<file path="src/hdl/ssrl_pkg.sv">
// Constants, types and behaviour summary of the stack and shadow logic.
// Behaviour
// - Shadow save copies W0-W3 and five flags.
// - Shadow restore writes copies back to registers.
// - Shadow holds one set; save overwrites.
// - Shadow copies reachable only by save/restore.
// - Reset clears W0-W14, marks them uninitialized.
// - Uninitialized register used as pointer resets device.
// - Only word writes and shadow restore (W0-W3) clear the uninitialized mark.
// - Stack pointer bit zero always reads zero.
// - Stack pointer resets to 0x0800, auto updated.
// - Stack grows up: post-increment push, pre-decrement pop.
// - Program counter low word first, upper bits next.
// - Exception entry stacks status low byte too.
// - Stack limit 16 bits, resets zero, bit0 zero.
// - First word write to limit enables overflow check.
// - Trap when address exceeds limit by more than two.
// - Overflow check covers every stack pointer address.
// - Checked stack address wrapping past top traps.
// - Stack address below 0x0800 always traps.
// - Status layout: flags, repeat, priority, digit carry.
// - Repeat flag read only; priority locked by nesting.
package ssrl_pkg;

    localparam int         NUM_WREG     = 15;
    localparam int         NUM_SHADOW   = 4;
    localparam int         FLAG_W       = 5;
    localparam logic [3:0] SP_IDX       = 4'hf;
    localparam logic [1:0] BYTE_WORD    = 2'h3;

    localparam logic [15:0] SP_RESET     = 16'h0800;
    localparam logic [15:0] STACK_FLOOR  = 16'h0800;
    localparam logic [15:0] LIMIT_RESET  = 16'h0000;
    localparam logic [15:0] REG_RESET    = 16'h0000;
    localparam logic [15:0] SR_RESET     = 16'h0000;
    localparam logic [15:0] UNINIT_ALL   = 16'h7fff;
    localparam logic [15:0] STACK_STEP   = 16'h0002;
    localparam logic [15:0] LIMIT_MARGIN = 16'h0002;
    localparam logic [15:0] SP_TOP_WORD  = 16'hfffe;
    localparam logic [15:0] SR_WR_MASK   = 16'h01ef;
    localparam logic [15:0] SR_IPL_MASK  = 16'h00e0;
    localparam logic [7:0]  CALL_FILL    = 8'h00;

    localparam int SR_C  = 0;
    localparam int SR_Z  = 1;
    localparam int SR_OV = 2;
    localparam int SR_N  = 3;
    localparam int SR_RA = 4;
    localparam int SR_DC = 8;
    localparam int PC_HI = 22;
    localparam int PC_MID = 16;

    typedef enum logic [2:0] {
        OP_NONE = 3'h0,
        OP_PUSH = 3'h1,
        OP_POP  = 3'h2,
        OP_CALL = 3'h3,
        OP_EXC  = 3'h4,
        OP_RET  = 3'h5
    } ssrl_op_type;

    typedef enum logic [1:0] {
        ST_IDLE   = 2'h0,
        ST_SECOND = 2'h1
    } ssrl_state_type;

endpackage : ssrl_pkg

</file>
<file path="src/hdl/ssrl_if.sv">
// Carrier between the core logic and its shadow store.
`timescale 1ns/1ps
interface ssrl_if;
    logic        save;
    logic [63:0] wordsIn;
    logic [4:0]  flagsIn;
    logic [63:0] wordsOut;
    logic [4:0]  flagsOut;

    modport core   (output save, wordsIn, flagsIn,
                    input  wordsOut, flagsOut);
    modport shadow (input  save, wordsIn, flagsIn,
                    output wordsOut, flagsOut);
endinterface : ssrl_if

</file>
<file path="src/hdl/ssrl_core.sv">
// Working registers, shadow control, stack pointer, limit and status.
`timescale 1ns/1ps
module ssrl_core
    import ssrl_pkg::*;
(
    input  wire logic         core_clk,
    input  wire logic         rst,
    input  wire logic         regWrEn,
    input  wire logic [3:0]   regWrIdx,
    input  wire logic [15:0]  regWrData,
    input  wire logic [1:0]   regWrByteEn,
    input  wire logic [3:0]   rdIdx,
    output logic      [15:0]  rdData,
    input  wire logic         ptrUse,
    input  wire logic [3:0]   ptrIdx,
    input  wire logic         shadowSave,
    input  wire logic         shadowRestore,
    input  wire logic         flagUpd,
    input  wire logic [4:0]   flagVal,
    input  wire logic         srWrEn,
    input  wire logic [1:0]   srWrByteEn,
    input  wire logic [15:0]  srWrData,
    input  wire logic         repeatActive,
    input  wire logic         nestDisable,
    input  wire logic         limWrEn,
    input  wire logic [1:0]   limWrByteEn,
    input  wire logic [15:0]  limWrData,
    input  wire ssrl_op_type  stackOp,
    input  wire logic [15:0]  pushData,
    input  wire logic [22:0]  progCounter,
    output logic      [15:0]  stackPtr,
    output logic      [15:0]  stackLimit,
    output logic      [15:0]  cpuStatus,
    output logic      [15:0]  stackAddr,
    output logic      [15:0]  stackWrData,
    output logic              stackWrEn,
    output logic              stackRdEn,
    output logic              stackBusy,
    output logic              stackErrTrap,
    output logic              resetReq,
    output logic              checkEnabled
);

    // ****************************************************************
    // Declarations
    // ****************************************************************
    logic [15:0]    regs_r [0:NUM_WREG-1];
    logic [15:0]    uninit_r;
    logic [15:0]    stackPtr_r;
    logic [15:0]    stackLimit_r;
    logic [15:0]    status_r;
    logic [15:0]    statusNxt;
    logic           checkEn_r;
    logic [15:0]    rdData_r;
    logic           resetReq_r;
    ssrl_state_type state_r;
    ssrl_state_type stateNxt;
    logic           popMode_r;
    logic [15:0]    secondWord_r;
    logic [15:0]    stackAddr_r;
    logic [15:0]    stackWrData_r;
    logic           stackWrEn_r;
    logic           stackRdEn_r;
    logic           stackErrTrap_r;
    logic           accActive;
    logic           accWrite;
    logic [15:0]    accEa;
    logic [15:0]    accData;
    logic           spUpdate;
    logic [15:0]    spStack;
    logic [16:0]    limitWide;
    logic           overTrap;
    logic           wrapTrap;
    logic           underTrap;
    logic [15:0]    srMask;
    logic [15:0]    spWrMerged;
    logic [15:0]    limWrMerged;
    logic           stackBusy_r;

    ssrl_if shIf ();

    function automatic logic [15:0] mergeBytes(
        input logic [15:0] oldVal,
        input logic [15:0] newVal,
        input logic [1:0]  be
    );
        logic [15:0] m;
        m = {{8{be[1]}}, {8{be[0]}}};
        return (oldVal & ~m) | (newVal & m);
    endfunction : mergeBytes

    // ****************************************************************
    // Shadow store
    // ****************************************************************
    // The shadow words are reached only through this private carrier.
    assign shIf.save    = shadowSave;
    assign shIf.wordsIn = {regs_r[3], regs_r[2], regs_r[1], regs_r[0]};
    assign shIf.flagsIn = {status_r[SR_DC], status_r[SR_N],
                           status_r[SR_OV], status_r[SR_Z],
                           status_r[SR_C]};

    ssrl_shadow u_shadow (
        .core_clk (core_clk),
        .rst      (rst),
        .sh       (shIf.shadow)
    );

    // ****************************************************************
    // Working registers and initialization tracking
    // ****************************************************************
    // A restore is applied after an ordinary write and so wins.
    always_ff @(posedge core_clk) begin
        if (rst) begin
            for (int i = 0; i < NUM_WREG; i++) begin
                regs_r[i] <= REG_RESET;
            end
        end else begin
            if (regWrEn && regWrIdx != SP_IDX) begin
                regs_r[regWrIdx] <= mergeBytes(regs_r[regWrIdx],
                                               regWrData, regWrByteEn);
            end
            if (shadowRestore) begin
                for (int i = 0; i < NUM_SHADOW; i++) begin
                    regs_r[i] <= shIf.wordsOut[i*16 +: 16];
                end
            end
        end
    end

    always_ff @(posedge core_clk) begin
        if (rst) begin
            uninit_r <= UNINIT_ALL;
        end else begin
            if (regWrEn && regWrIdx != SP_IDX &&
                regWrByteEn == BYTE_WORD) begin
                uninit_r[regWrIdx] <= 1'b0;
            end
            if (shadowRestore) begin
                uninit_r[NUM_SHADOW-1:0] <= '0;
            end
        end
    end

    // Each pointer use of an unwritten register gives one pulse.
    always_ff @(posedge core_clk) begin
        if (rst) begin
            resetReq_r <= 1'b0;
        end else begin
            resetReq_r <= ptrUse && ptrIdx != SP_IDX &&
                          uninit_r[ptrIdx];
        end
    end

    always_ff @(posedge core_clk) begin
        if (rst) begin
            rdData_r <= REG_RESET;
        end else if (rdIdx == SP_IDX) begin
            rdData_r <= stackPtr_r;
        end else begin
            rdData_r <= regs_r[rdIdx];
        end
    end

    // ****************************************************************
    // Stack sequencer
    // ****************************************************************
    always_comb begin
        accActive = 1'b0;
        accWrite  = 1'b0;
        accEa     = stackPtr_r;
        accData   = pushData;
        spUpdate  = 1'b0;
        spStack   = stackPtr_r;
        stateNxt  = state_r;
        unique case (state_r)
            ST_IDLE: begin
                unique case (stackOp)
                    OP_NONE: begin
                    end
                    OP_PUSH: begin
                        accActive = 1'b1;
                        accWrite  = 1'b1;
                        spUpdate  = 1'b1;
                        spStack   = stackPtr_r + STACK_STEP;
                    end
                    OP_CALL, OP_EXC: begin
                        accActive = 1'b1;
                        accWrite  = 1'b1;
                        accData   = progCounter[15:0];
                        spUpdate  = 1'b1;
                        spStack   = stackPtr_r + STACK_STEP;
                        stateNxt  = ST_SECOND;
                    end
                    OP_POP, OP_RET: begin
                        accActive = 1'b1;
                        accEa     = stackPtr_r - STACK_STEP;
                        spUpdate  = 1'b1;
                        spStack   = stackPtr_r - STACK_STEP;
                        if (stackOp == OP_RET) begin
                            stateNxt = ST_SECOND;
                        end
                    end
                    default: begin
                    end
                endcase
            end
            ST_SECOND: begin
                accActive = 1'b1;
                spUpdate  = 1'b1;
                stateNxt  = ST_IDLE;
                if (popMode_r) begin
                    accEa   = stackPtr_r - STACK_STEP;
                    spStack = stackPtr_r - STACK_STEP;
                end else begin
                    accWrite = 1'b1;
                    accData  = secondWord_r;
                    spStack  = stackPtr_r + STACK_STEP;
                end
            end
        endcase
    end

    always_ff @(posedge core_clk) begin
        if (rst) begin
            state_r     <= ST_IDLE;
            stackBusy_r <= 1'b0;
        end else begin
            state_r     <= stateNxt;
            stackBusy_r <= (stateNxt == ST_SECOND);
        end
    end

    // Upper stacked word is built when the sequence starts.
    always_ff @(posedge core_clk) begin
        if (rst) begin
            popMode_r    <= 1'b0;
            secondWord_r <= REG_RESET;
        end else if (state_r == ST_IDLE) begin
            popMode_r <= (stackOp == OP_RET);
            if (stackOp == OP_EXC) begin
                secondWord_r <= {status_r[7:0], 1'b0,
                                 progCounter[PC_HI:PC_MID]};
            end else begin
                secondWord_r <= {CALL_FILL, 1'b0,
                                 progCounter[PC_HI:PC_MID]};
            end
        end
    end

    assign spWrMerged = mergeBytes(stackPtr_r, regWrData, regWrByteEn);

    // Automatic updates win over a software write in the same cycle.
    always_ff @(posedge core_clk) begin
        if (rst) begin
            stackPtr_r <= SP_RESET;
        end else if (spUpdate) begin
            stackPtr_r <= {spStack[15:1], 1'b0};
        end else if (regWrEn && regWrIdx == SP_IDX) begin
            stackPtr_r <= {spWrMerged[15:1], 1'b0};
        end
    end

    always_ff @(posedge core_clk) begin
        if (rst) begin
            stackAddr_r   <= REG_RESET;
            stackWrData_r <= REG_RESET;
            stackWrEn_r   <= 1'b0;
            stackRdEn_r   <= 1'b0;
        end else begin
            stackAddr_r   <= accEa;
            stackWrData_r <= accData;
            stackWrEn_r   <= accActive && accWrite;
            stackRdEn_r   <= accActive && !accWrite;
        end
    end

    // ****************************************************************
    // Stack limit and error detection
    // ****************************************************************
    assign limWrMerged = mergeBytes(stackLimit_r, limWrData, limWrByteEn);

    always_ff @(posedge core_clk) begin
        if (rst) begin
            stackLimit_r <= LIMIT_RESET;
        end else if (limWrEn) begin
            stackLimit_r <= {limWrMerged[15:1], 1'b0};
        end
    end

    always_ff @(posedge core_clk) begin
        if (rst) begin
            checkEn_r <= 1'b0;
        end else if (limWrEn && limWrByteEn == BYTE_WORD) begin
            checkEn_r <= 1'b1;
        end
    end

    assign limitWide = {1'b0, stackLimit_r} + {1'b0, LIMIT_MARGIN};
    assign overTrap  = checkEn_r &&
                       ({1'b0, accEa} > limitWide);
    assign wrapTrap  = checkEn_r &&
                       ((accWrite && stackPtr_r == SP_TOP_WORD) ||
                        (!accWrite && stackPtr_r < STACK_STEP));
    assign underTrap = accEa < STACK_FLOOR;

    always_ff @(posedge core_clk) begin
        if (rst) begin
            stackErrTrap_r <= 1'b0;
        end else begin
            stackErrTrap_r <= accActive &&
                (overTrap || wrapTrap || underTrap);
        end
    end

    // ****************************************************************
    // Status register
    // ****************************************************************
    always_comb begin
        statusNxt = status_r;
        srMask    = SR_WR_MASK & {{8{srWrByteEn[1]}}, {8{srWrByteEn[0]}}};
        if (nestDisable) begin
            srMask = srMask & ~SR_IPL_MASK;
        end
        if (flagUpd) begin
            {statusNxt[SR_DC], statusNxt[SR_N], statusNxt[SR_OV],
             statusNxt[SR_Z], statusNxt[SR_C]} = flagVal;
        end
        if (srWrEn) begin
            statusNxt = (statusNxt & ~srMask) | (srWrData & srMask);
        end
        if (shadowRestore) begin
            {statusNxt[SR_DC], statusNxt[SR_N], statusNxt[SR_OV],
             statusNxt[SR_Z], statusNxt[SR_C]} = shIf.flagsOut;
        end
        statusNxt         = statusNxt & (SR_WR_MASK | SR_IPL_MASK);
        statusNxt[SR_RA]  = repeatActive;
    end

    always_ff @(posedge core_clk) begin
        if (rst) begin
            status_r <= SR_RESET;
        end else begin
            status_r <= statusNxt;
        end
    end

    // ****************************************************************
    // Outputs
    // ****************************************************************
    assign rdData       = rdData_r;
    assign stackPtr     = stackPtr_r;
    assign stackLimit   = stackLimit_r;
    assign cpuStatus    = status_r;
    assign stackAddr    = stackAddr_r;
    assign stackWrData  = stackWrData_r;
    assign stackWrEn    = stackWrEn_r;
    assign stackRdEn    = stackRdEn_r;
    assign stackBusy    = stackBusy_r;
    assign stackErrTrap = stackErrTrap_r;
    assign resetReq     = resetReq_r;
    assign checkEnabled = checkEn_r;

    // ****************************************************************
    // Assertions
    // ****************************************************************
    property p_saveCopies;
        @(posedge core_clk) disable iff (rst)
        shadowSave |=> (shIf.wordsOut == $past(shIf.wordsIn)) &&
                       (shIf.flagsOut == $past(shIf.flagsIn));
    endproperty
    a_saveCopies: assert property (p_saveCopies)
        else $error("shadow save did not capture registers and flags");

    property p_restoreBack;
        @(posedge core_clk) disable iff (rst)
        shadowRestore |=> (regs_r[3] == $past(shIf.wordsOut[63:48])) &&
                          (status_r[SR_DC] == $past(shIf.flagsOut[4])) &&
                          (uninit_r[3:0] == 4'h0);
    endproperty
    a_restoreBack: assert property (p_restoreBack)
        else $error("shadow restore did not reach registers or flags");

    property p_spAligned;
        @(posedge core_clk) disable iff (rst)
        stackPtr_r[0] == 1'b0 && stackLimit_r[0] == 1'b0;
    endproperty
    a_spAligned: assert property (p_spAligned)
        else $error("stack pointer or limit lost word alignment");

    property p_resetValues;
        @(posedge core_clk)
        rst |=> stackPtr_r == SP_RESET && uninit_r == UNINIT_ALL &&
                       stackLimit_r == LIMIT_RESET && !checkEn_r;
    endproperty
    a_resetValues: assert property (p_resetValues)
        else $error("reset values wrong after reset");

    property p_pushStep;
        @(posedge core_clk) disable iff (rst)
        (state_r == ST_IDLE && stackOp == OP_PUSH) |=>
            stackPtr_r == $past(stackPtr_r) + STACK_STEP && stackWrEn_r &&
            stackAddr_r == $past(stackPtr_r);
    endproperty
    a_pushStep: assert property (p_pushStep)
        else $error("push did not write at pointer and step by two");

    property p_callOrder;
        @(posedge core_clk) disable iff (rst)
        (state_r == ST_IDLE && stackOp == OP_CALL) |=>
            stackWrData_r == $past(progCounter[15:0]) ##1
            stackWrEn_r && stackWrData_r[15:7] == 9'h000 &&
            stackWrData_r[6:0] == $past(progCounter[PC_HI:PC_MID], 2);
    endproperty
    a_callOrder: assert property (p_callOrder)
        else $error("call stacked program counter in wrong order");

    property p_checkSticky;
        @(posedge core_clk) disable iff (rst)
        checkEn_r |=> checkEn_r;
    endproperty
    a_checkSticky: assert property (p_checkSticky)
        else $error("overflow check disabled without reset");

    property p_underTrap;
        @(posedge core_clk) disable iff (rst)
        (accActive && accEa < STACK_FLOOR) |=> stackErrTrap_r;
    endproperty
    a_underTrap: assert property (p_underTrap)
        else $error("stack access below floor gave no trap");

    property p_overTrap;
        @(posedge core_clk) disable iff (rst)
        (accActive && checkEn_r && {1'b0, accEa} > limitWide) |=>
            stackErrTrap_r;
    endproperty
    a_overTrap: assert property (p_overTrap)
        else $error("stack access past limit gave no trap");

    property p_repeatReadOnly;
        @(posedge core_clk) disable iff (rst)
        srWrEn |=> status_r[SR_RA] == $past(repeatActive) &&
            (!$past(nestDisable) || status_r[7:5] == $past(status_r[7:5]));
    endproperty
    a_repeatReadOnly: assert property (p_repeatReadOnly)
        else $error("status write changed a protected field");

    property p_uninitReset;
        @(posedge core_clk) disable iff (rst)
        (ptrUse && ptrIdx != SP_IDX && uninit_r[ptrIdx]) |=> resetReq_r;
    endproperty
    a_uninitReset: assert property (p_uninitReset)
        else $error("unwritten pointer use gave no reset request");

endmodule : ssrl_core

</file>
<file path="src/hdl/ssrl_shadow.sv">
// One-level shadow store for four working registers and five flags.
`timescale 1ns/1ps
module ssrl_shadow
    import ssrl_pkg::*;
(
    input wire logic core_clk,
    input wire logic rst,
    ssrl_if.shadow   sh
);

    logic [63:0] words_r;
    logic [4:0]  flags_r;

    // Each save replaces the single held set.
    always_ff @(posedge core_clk) begin
        if (rst) begin
            words_r <= {NUM_SHADOW{REG_RESET}};
            flags_r <= SR_RESET[FLAG_W-1:0];
        end else if (sh.save) begin
            words_r <= sh.wordsIn;
            flags_r <= sh.flagsIn;
        end
    end

    assign sh.wordsOut = words_r;
    assign sh.flagsOut = flags_r;

endmodule : ssrl_shadow

</file>
<file path="config.mk">
export PLATFORM = sky130hd
export DESIGN_NAME = ssrl_core
export DESIGN_NICKNAME = d
export VERILOG_FILES = /design/src/hdl/ssrl_pkg.sv /design/src/hdl/ssrl_if.sv /design/src/hdl/ssrl_core.sv /design/src/hdl/ssrl_shadow.sv
export SDC_FILE = /design/constraint.sdc
export NUM_CORES = 1
export LEC_CHECK = 0
export ABC_AREA = 1
export BUFFER_PORTS_ARGS = -buffer_cell sky130_fd_sc_hd__buf_2
export CORE_UTILIZATION = 40
export CTS_CLUSTER_SIZE = 8
export DETAILED_ROUTE_END_ITERATION = 7
export GPL_ROUTABILITY_DRIVEN = 0
export GPL_TIMING_DRIVEN = 0
export HOLD_SLACK_MARGIN = 0.15
export PLACE_DENSITY = 0.59
export SLEW_MARGIN = 20
export SYNTH_ARGS = -nofsm -noshare
export SYNTH_HDL_FRONTEND = slang
export SYNTH_SLANG_ARGS = --single-unit
export TNS_END_PERCENT = 50
</file>
<file path="constraint.sdc">
create_clock -name core_clk -period 2.5 [get_ports core_clk]
set_input_delay 0.125 -clock core_clk [delete_from_list [all_inputs] [get_ports core_clk]]
set_output_delay 0.125 -clock core_clk [all_outputs]
set_load 0.02 [all_outputs]
</file>
==> metrics.yaml <==
synth_seq_cells: 450
startpoint_type: "flop"
cts_root_buffer: "clkbuf_16"
synth-edff-count: 256
coreArea_um2: 57700
max_slew_margin_pct: 30.63
power.internal_uw: 14630
yosys.area_share.simple_pct: 17.88
crit_family: "simple AND/OR/NAND/NOR gates"
antenna_found_initial: 1
worstPathRequired_ns: 2.99
synthesis.area_um2: 23310
route.met3.wl_mm: 12.01
finalHoldViolCount: 0
synthArstFlopShare_pct: 0
grt_max_degree: 17
maxCapViolCount: 0
rows: 88
critPathMaxFanout: 8
drtIter0Drc: 3036
max_stage_delay_ns: 0.32
io_pins: 226
setup_viol: 1
fmax_ghz: 0.3695
status: "complete, but fails checks"
ys_seq_area_share_pct: 49.63
m1WireLength_mm: 36.79
worstPathArrival_ns: 3.19
synth.area.top_cells: "edfxtp_1 33%, dfxtp_1 17%, nand2_1 10%"
fp.dieH_um: 243.4
power_frac_clock_pct: 40.5
dp_hpwl_mm: 71.07
synth_top_cell_by_area: "edfxtp_1"
finalCritPeriodShare_pct: 108.2
top_layer: "met5"
antenna_left: 0
cts_inserted_buffers: 66
yosysWarnings: 0
crit_slowest_cell: "dfxtp_2"
drc: 0
peakVddDrop_v: 0.0004485
synthFlopType: "edfxtp_1"
switching_power_uw: 6410
layout_common_cells: "611 x nand2_1, 426 x o21ai_0, 348 x a21oi_1, 256 x edfxtp_1, 244 x buf_2"
crit_type: "reg2reg"
final.min_clock_period_ns: 2.706
fillers: 5382
h-tree-depth: 3
post-route-util_pct: 50.81
combPwrFrac_pct: 18.7
grt_pass1_vias: 23280
synthMuxAreaShare_pct: 0
initial_core_util_pct: 40.41
antenna-diode-count: 0
p_leak_uw: 0.01216
die_area_um2: 59260
synth-xor-area-share_pct: 1.240
grt_usage_pct: 32.49
die_w_um: 243.4
hp-class: "in2reg"
yosysTopAreaCellShare_pct: 32.97
grt-ovfl-total: 0
layout_setup_ws_ns: -0.2062
synth_top_family_by_area: "compound AO/OA/AOI/OAI gates"
drive_above_1_share_pct: 14.81
grt_first_pass_wirelength_mm: 143.3
avgSynthCellArea_um2: 8.004
crit_chain: "buf_6 > nor2_4 > nand2_2 > nor2_4 > xor2_1 > nand2_1 > o211ai_1 > o21ai_2 > buf_4 > inv_1 > ha_4 > nand4_1 > inv_1 > nand2_1 > nand3_1 > nand2_1 > nand2_1 > nand2_1 > nand2_1 > nand2_1 > a21oi_2"
rsz0062_at_grt: "yes"
p_sw_share_pct: 30.46
cts_tree: "yes"
slew_viol_final: 0
drt_first_pass_iters: 6
clkLatencyLatePin_ns: 0.61
syn2layout_area_growth_pct: 25.73
power_density_nw_per_um2: 717.8
end_kind: "flop"
clk_pin_slew_ns: 0.05
viasPerCell: 5.873
p_seq_share_pct: 40.8
portBuffers: 202
violations: "negative setup slack"
pre_cts_ws_ns: -0.9292
vias: 24510
wl_mm: 99.64
path_buf_inv: 4
critPathMostFrequentCell: "nand2_1"
worst_slew_pin_slew_ns: 1.041
place_area_um2: 25450
post_drt_wl_per_cell_um: 23.87
dr_wl_met2_mm: 44.77
clock_path_buffers: 3
nets: 3509
synth_compound_area_share_pct: 21.84
synthAdderAreaFrac_pct: 1.073
final_common_cell: "nand2_1"
synthDistinctLibCells: 42
final_area_um2: 29310
finalClockSkew_ns: 0.03003
cts_sinks: 450
netlist_instances: 2913
## kinds of logic after synthesis
| logic type | count (synthesis) |
|---|---|
| AOI/OAI and AO/OA | 947 |
| other | 1 |
| buffers and inverters | 467 |
| and+or+nand+nor | 995 |
| DFF | 450 |
| xor gates and xnor gates | 33 |
| adders and majority gates | 20 |
## metrics by stage
stage / setup TNS [ns] / instances / total power, uW / hold WS (ns)
floorplan: 0 / 2938 / 10630 / 0.2320
global placement: -220.95 / 3905 / 11940 / 0.3389
detailed placement: -150.81 / 3908 / 12010 / 0.3402
CTS: -0.2182 / 4160 / 20720 / 0.1527
global route: -0.3731 / 4174 / 21680 / 0.1820
finish: -0.2062 / 4174 / 21040 / 0.1852
## path summary, 6_finish.rpt
check | start | endpoint | slack (ns) | depth (start not counted)
worst max register to register | flop | stackErrTrap | -0.21 | 21
worst min register to register | uninit_r[6] | uninit_r[6] | 0.45 | 2
worst min-delay path | regWrIdx[2] | uninit_r[13] | 0.19 | 4
worst max-delay path | flop | stackErrTrap | -0.21 | 21
## power by group through the flow
stage	Combinational [uW]	Sequential, uW	Clock (uW)
after floorplan	1850	8780	0
after global placement	3270	8680	0
after detailed placement	3320	8690	0
after CTS	3600	8570	8540
after global routing	4170	8610	8890
final	3940	8580	8520
## Yosys cell counts (2+ instances only)
library cell,n
nor2_2,5
nand3_1,125
nand2_1,636
clkinv_1,5
o221ai_1,5
nand3b_1,2
nand3_4,10
o211ai_1,65
a22oi_1,32
nand4_1,16
nor4_1,3
o21ai_0,437
dfxtp_1,194
ha_1,20
and2_1,2
a21oi_1,352
nor3_1,12
buf_6,4
nand2_2,5
xnor2_1,2
nor2_1,168
buf_4,27
or2_2,7
inv_2,10
a31oi_1,17
buf_2,43
clkbuf_1,128
o22ai_1,19
edfxtp_1,256
o21ai_1,2
xor2_1,31
o21a_1,5
inv_1,236
buf_1,13
o31ai_1,12
## registers in the layout, indices dropped and copies added, names as in the netlist, 2 cells and up, named ones only
name / flops
stackAddr: 15
u_shadow.sh.flagsOut: 5
secondWord_r: 15
rdData: 16
state_r: 2
u_shadow.sh.wordsOut: 64
uninit_r: 15
regs_r: 256
cpuStatus: 6
stackWrData: 16
## worst reg2reg max path: stages (launching register included)
cell	delay, ns
dfxtp_2	0.32
buf_6	0.14
nor2_4	0.15
nand2_2	0.08
nor2_4	0.15
xor2_1	0.22
nand2_1	0.10
o211ai_1	0.14
o21ai_2	0.09
buf_4	0.17
inv_1	0.10
ha_4	0.22
nand4_1	0.12
inv_1	0.05
nand2_1	0.07
nand3_1	0.09
nand2_1	0.07
nand2_1	0.05
nand2_1	0.06
nand2_1	0.05
nand2_1	0.11
a21oi_2	0.05
## routing by layer
metal | vias up | GRT usage, %
li1 | 10850 | -
met1 | 11600 | 40.40
met2 | 1705 | 51.29
met3 | 355 | 7.689
met4 | 2 | 19.18
met5 | - | 0
## timing repair
action                                  in CTS  in global routing
hold buffers                               141                  0
pin swaps                                    4                 25
endpoints found under the setup margin     129                115
endpoints found under the hold margin      143                  0
setup buffers                                2                 14
resized for setup                           64                 82
## area by class of cell
class                      count  area (um2)  share of cell area, %
sequential                   450       11590                  39.53
clock buffer                 106        1823                  6.219
buffer                       213        1040                  3.547
clock inverter                 6       103.9                 0.3543
timing repair buffer         362        2587                  8.827
inverter                     251       952.2                  3.248
tap                          765       957.2                  3.265
multi-input combinational   2021       10260                  35.01
(Power assumes the default switching activity.)
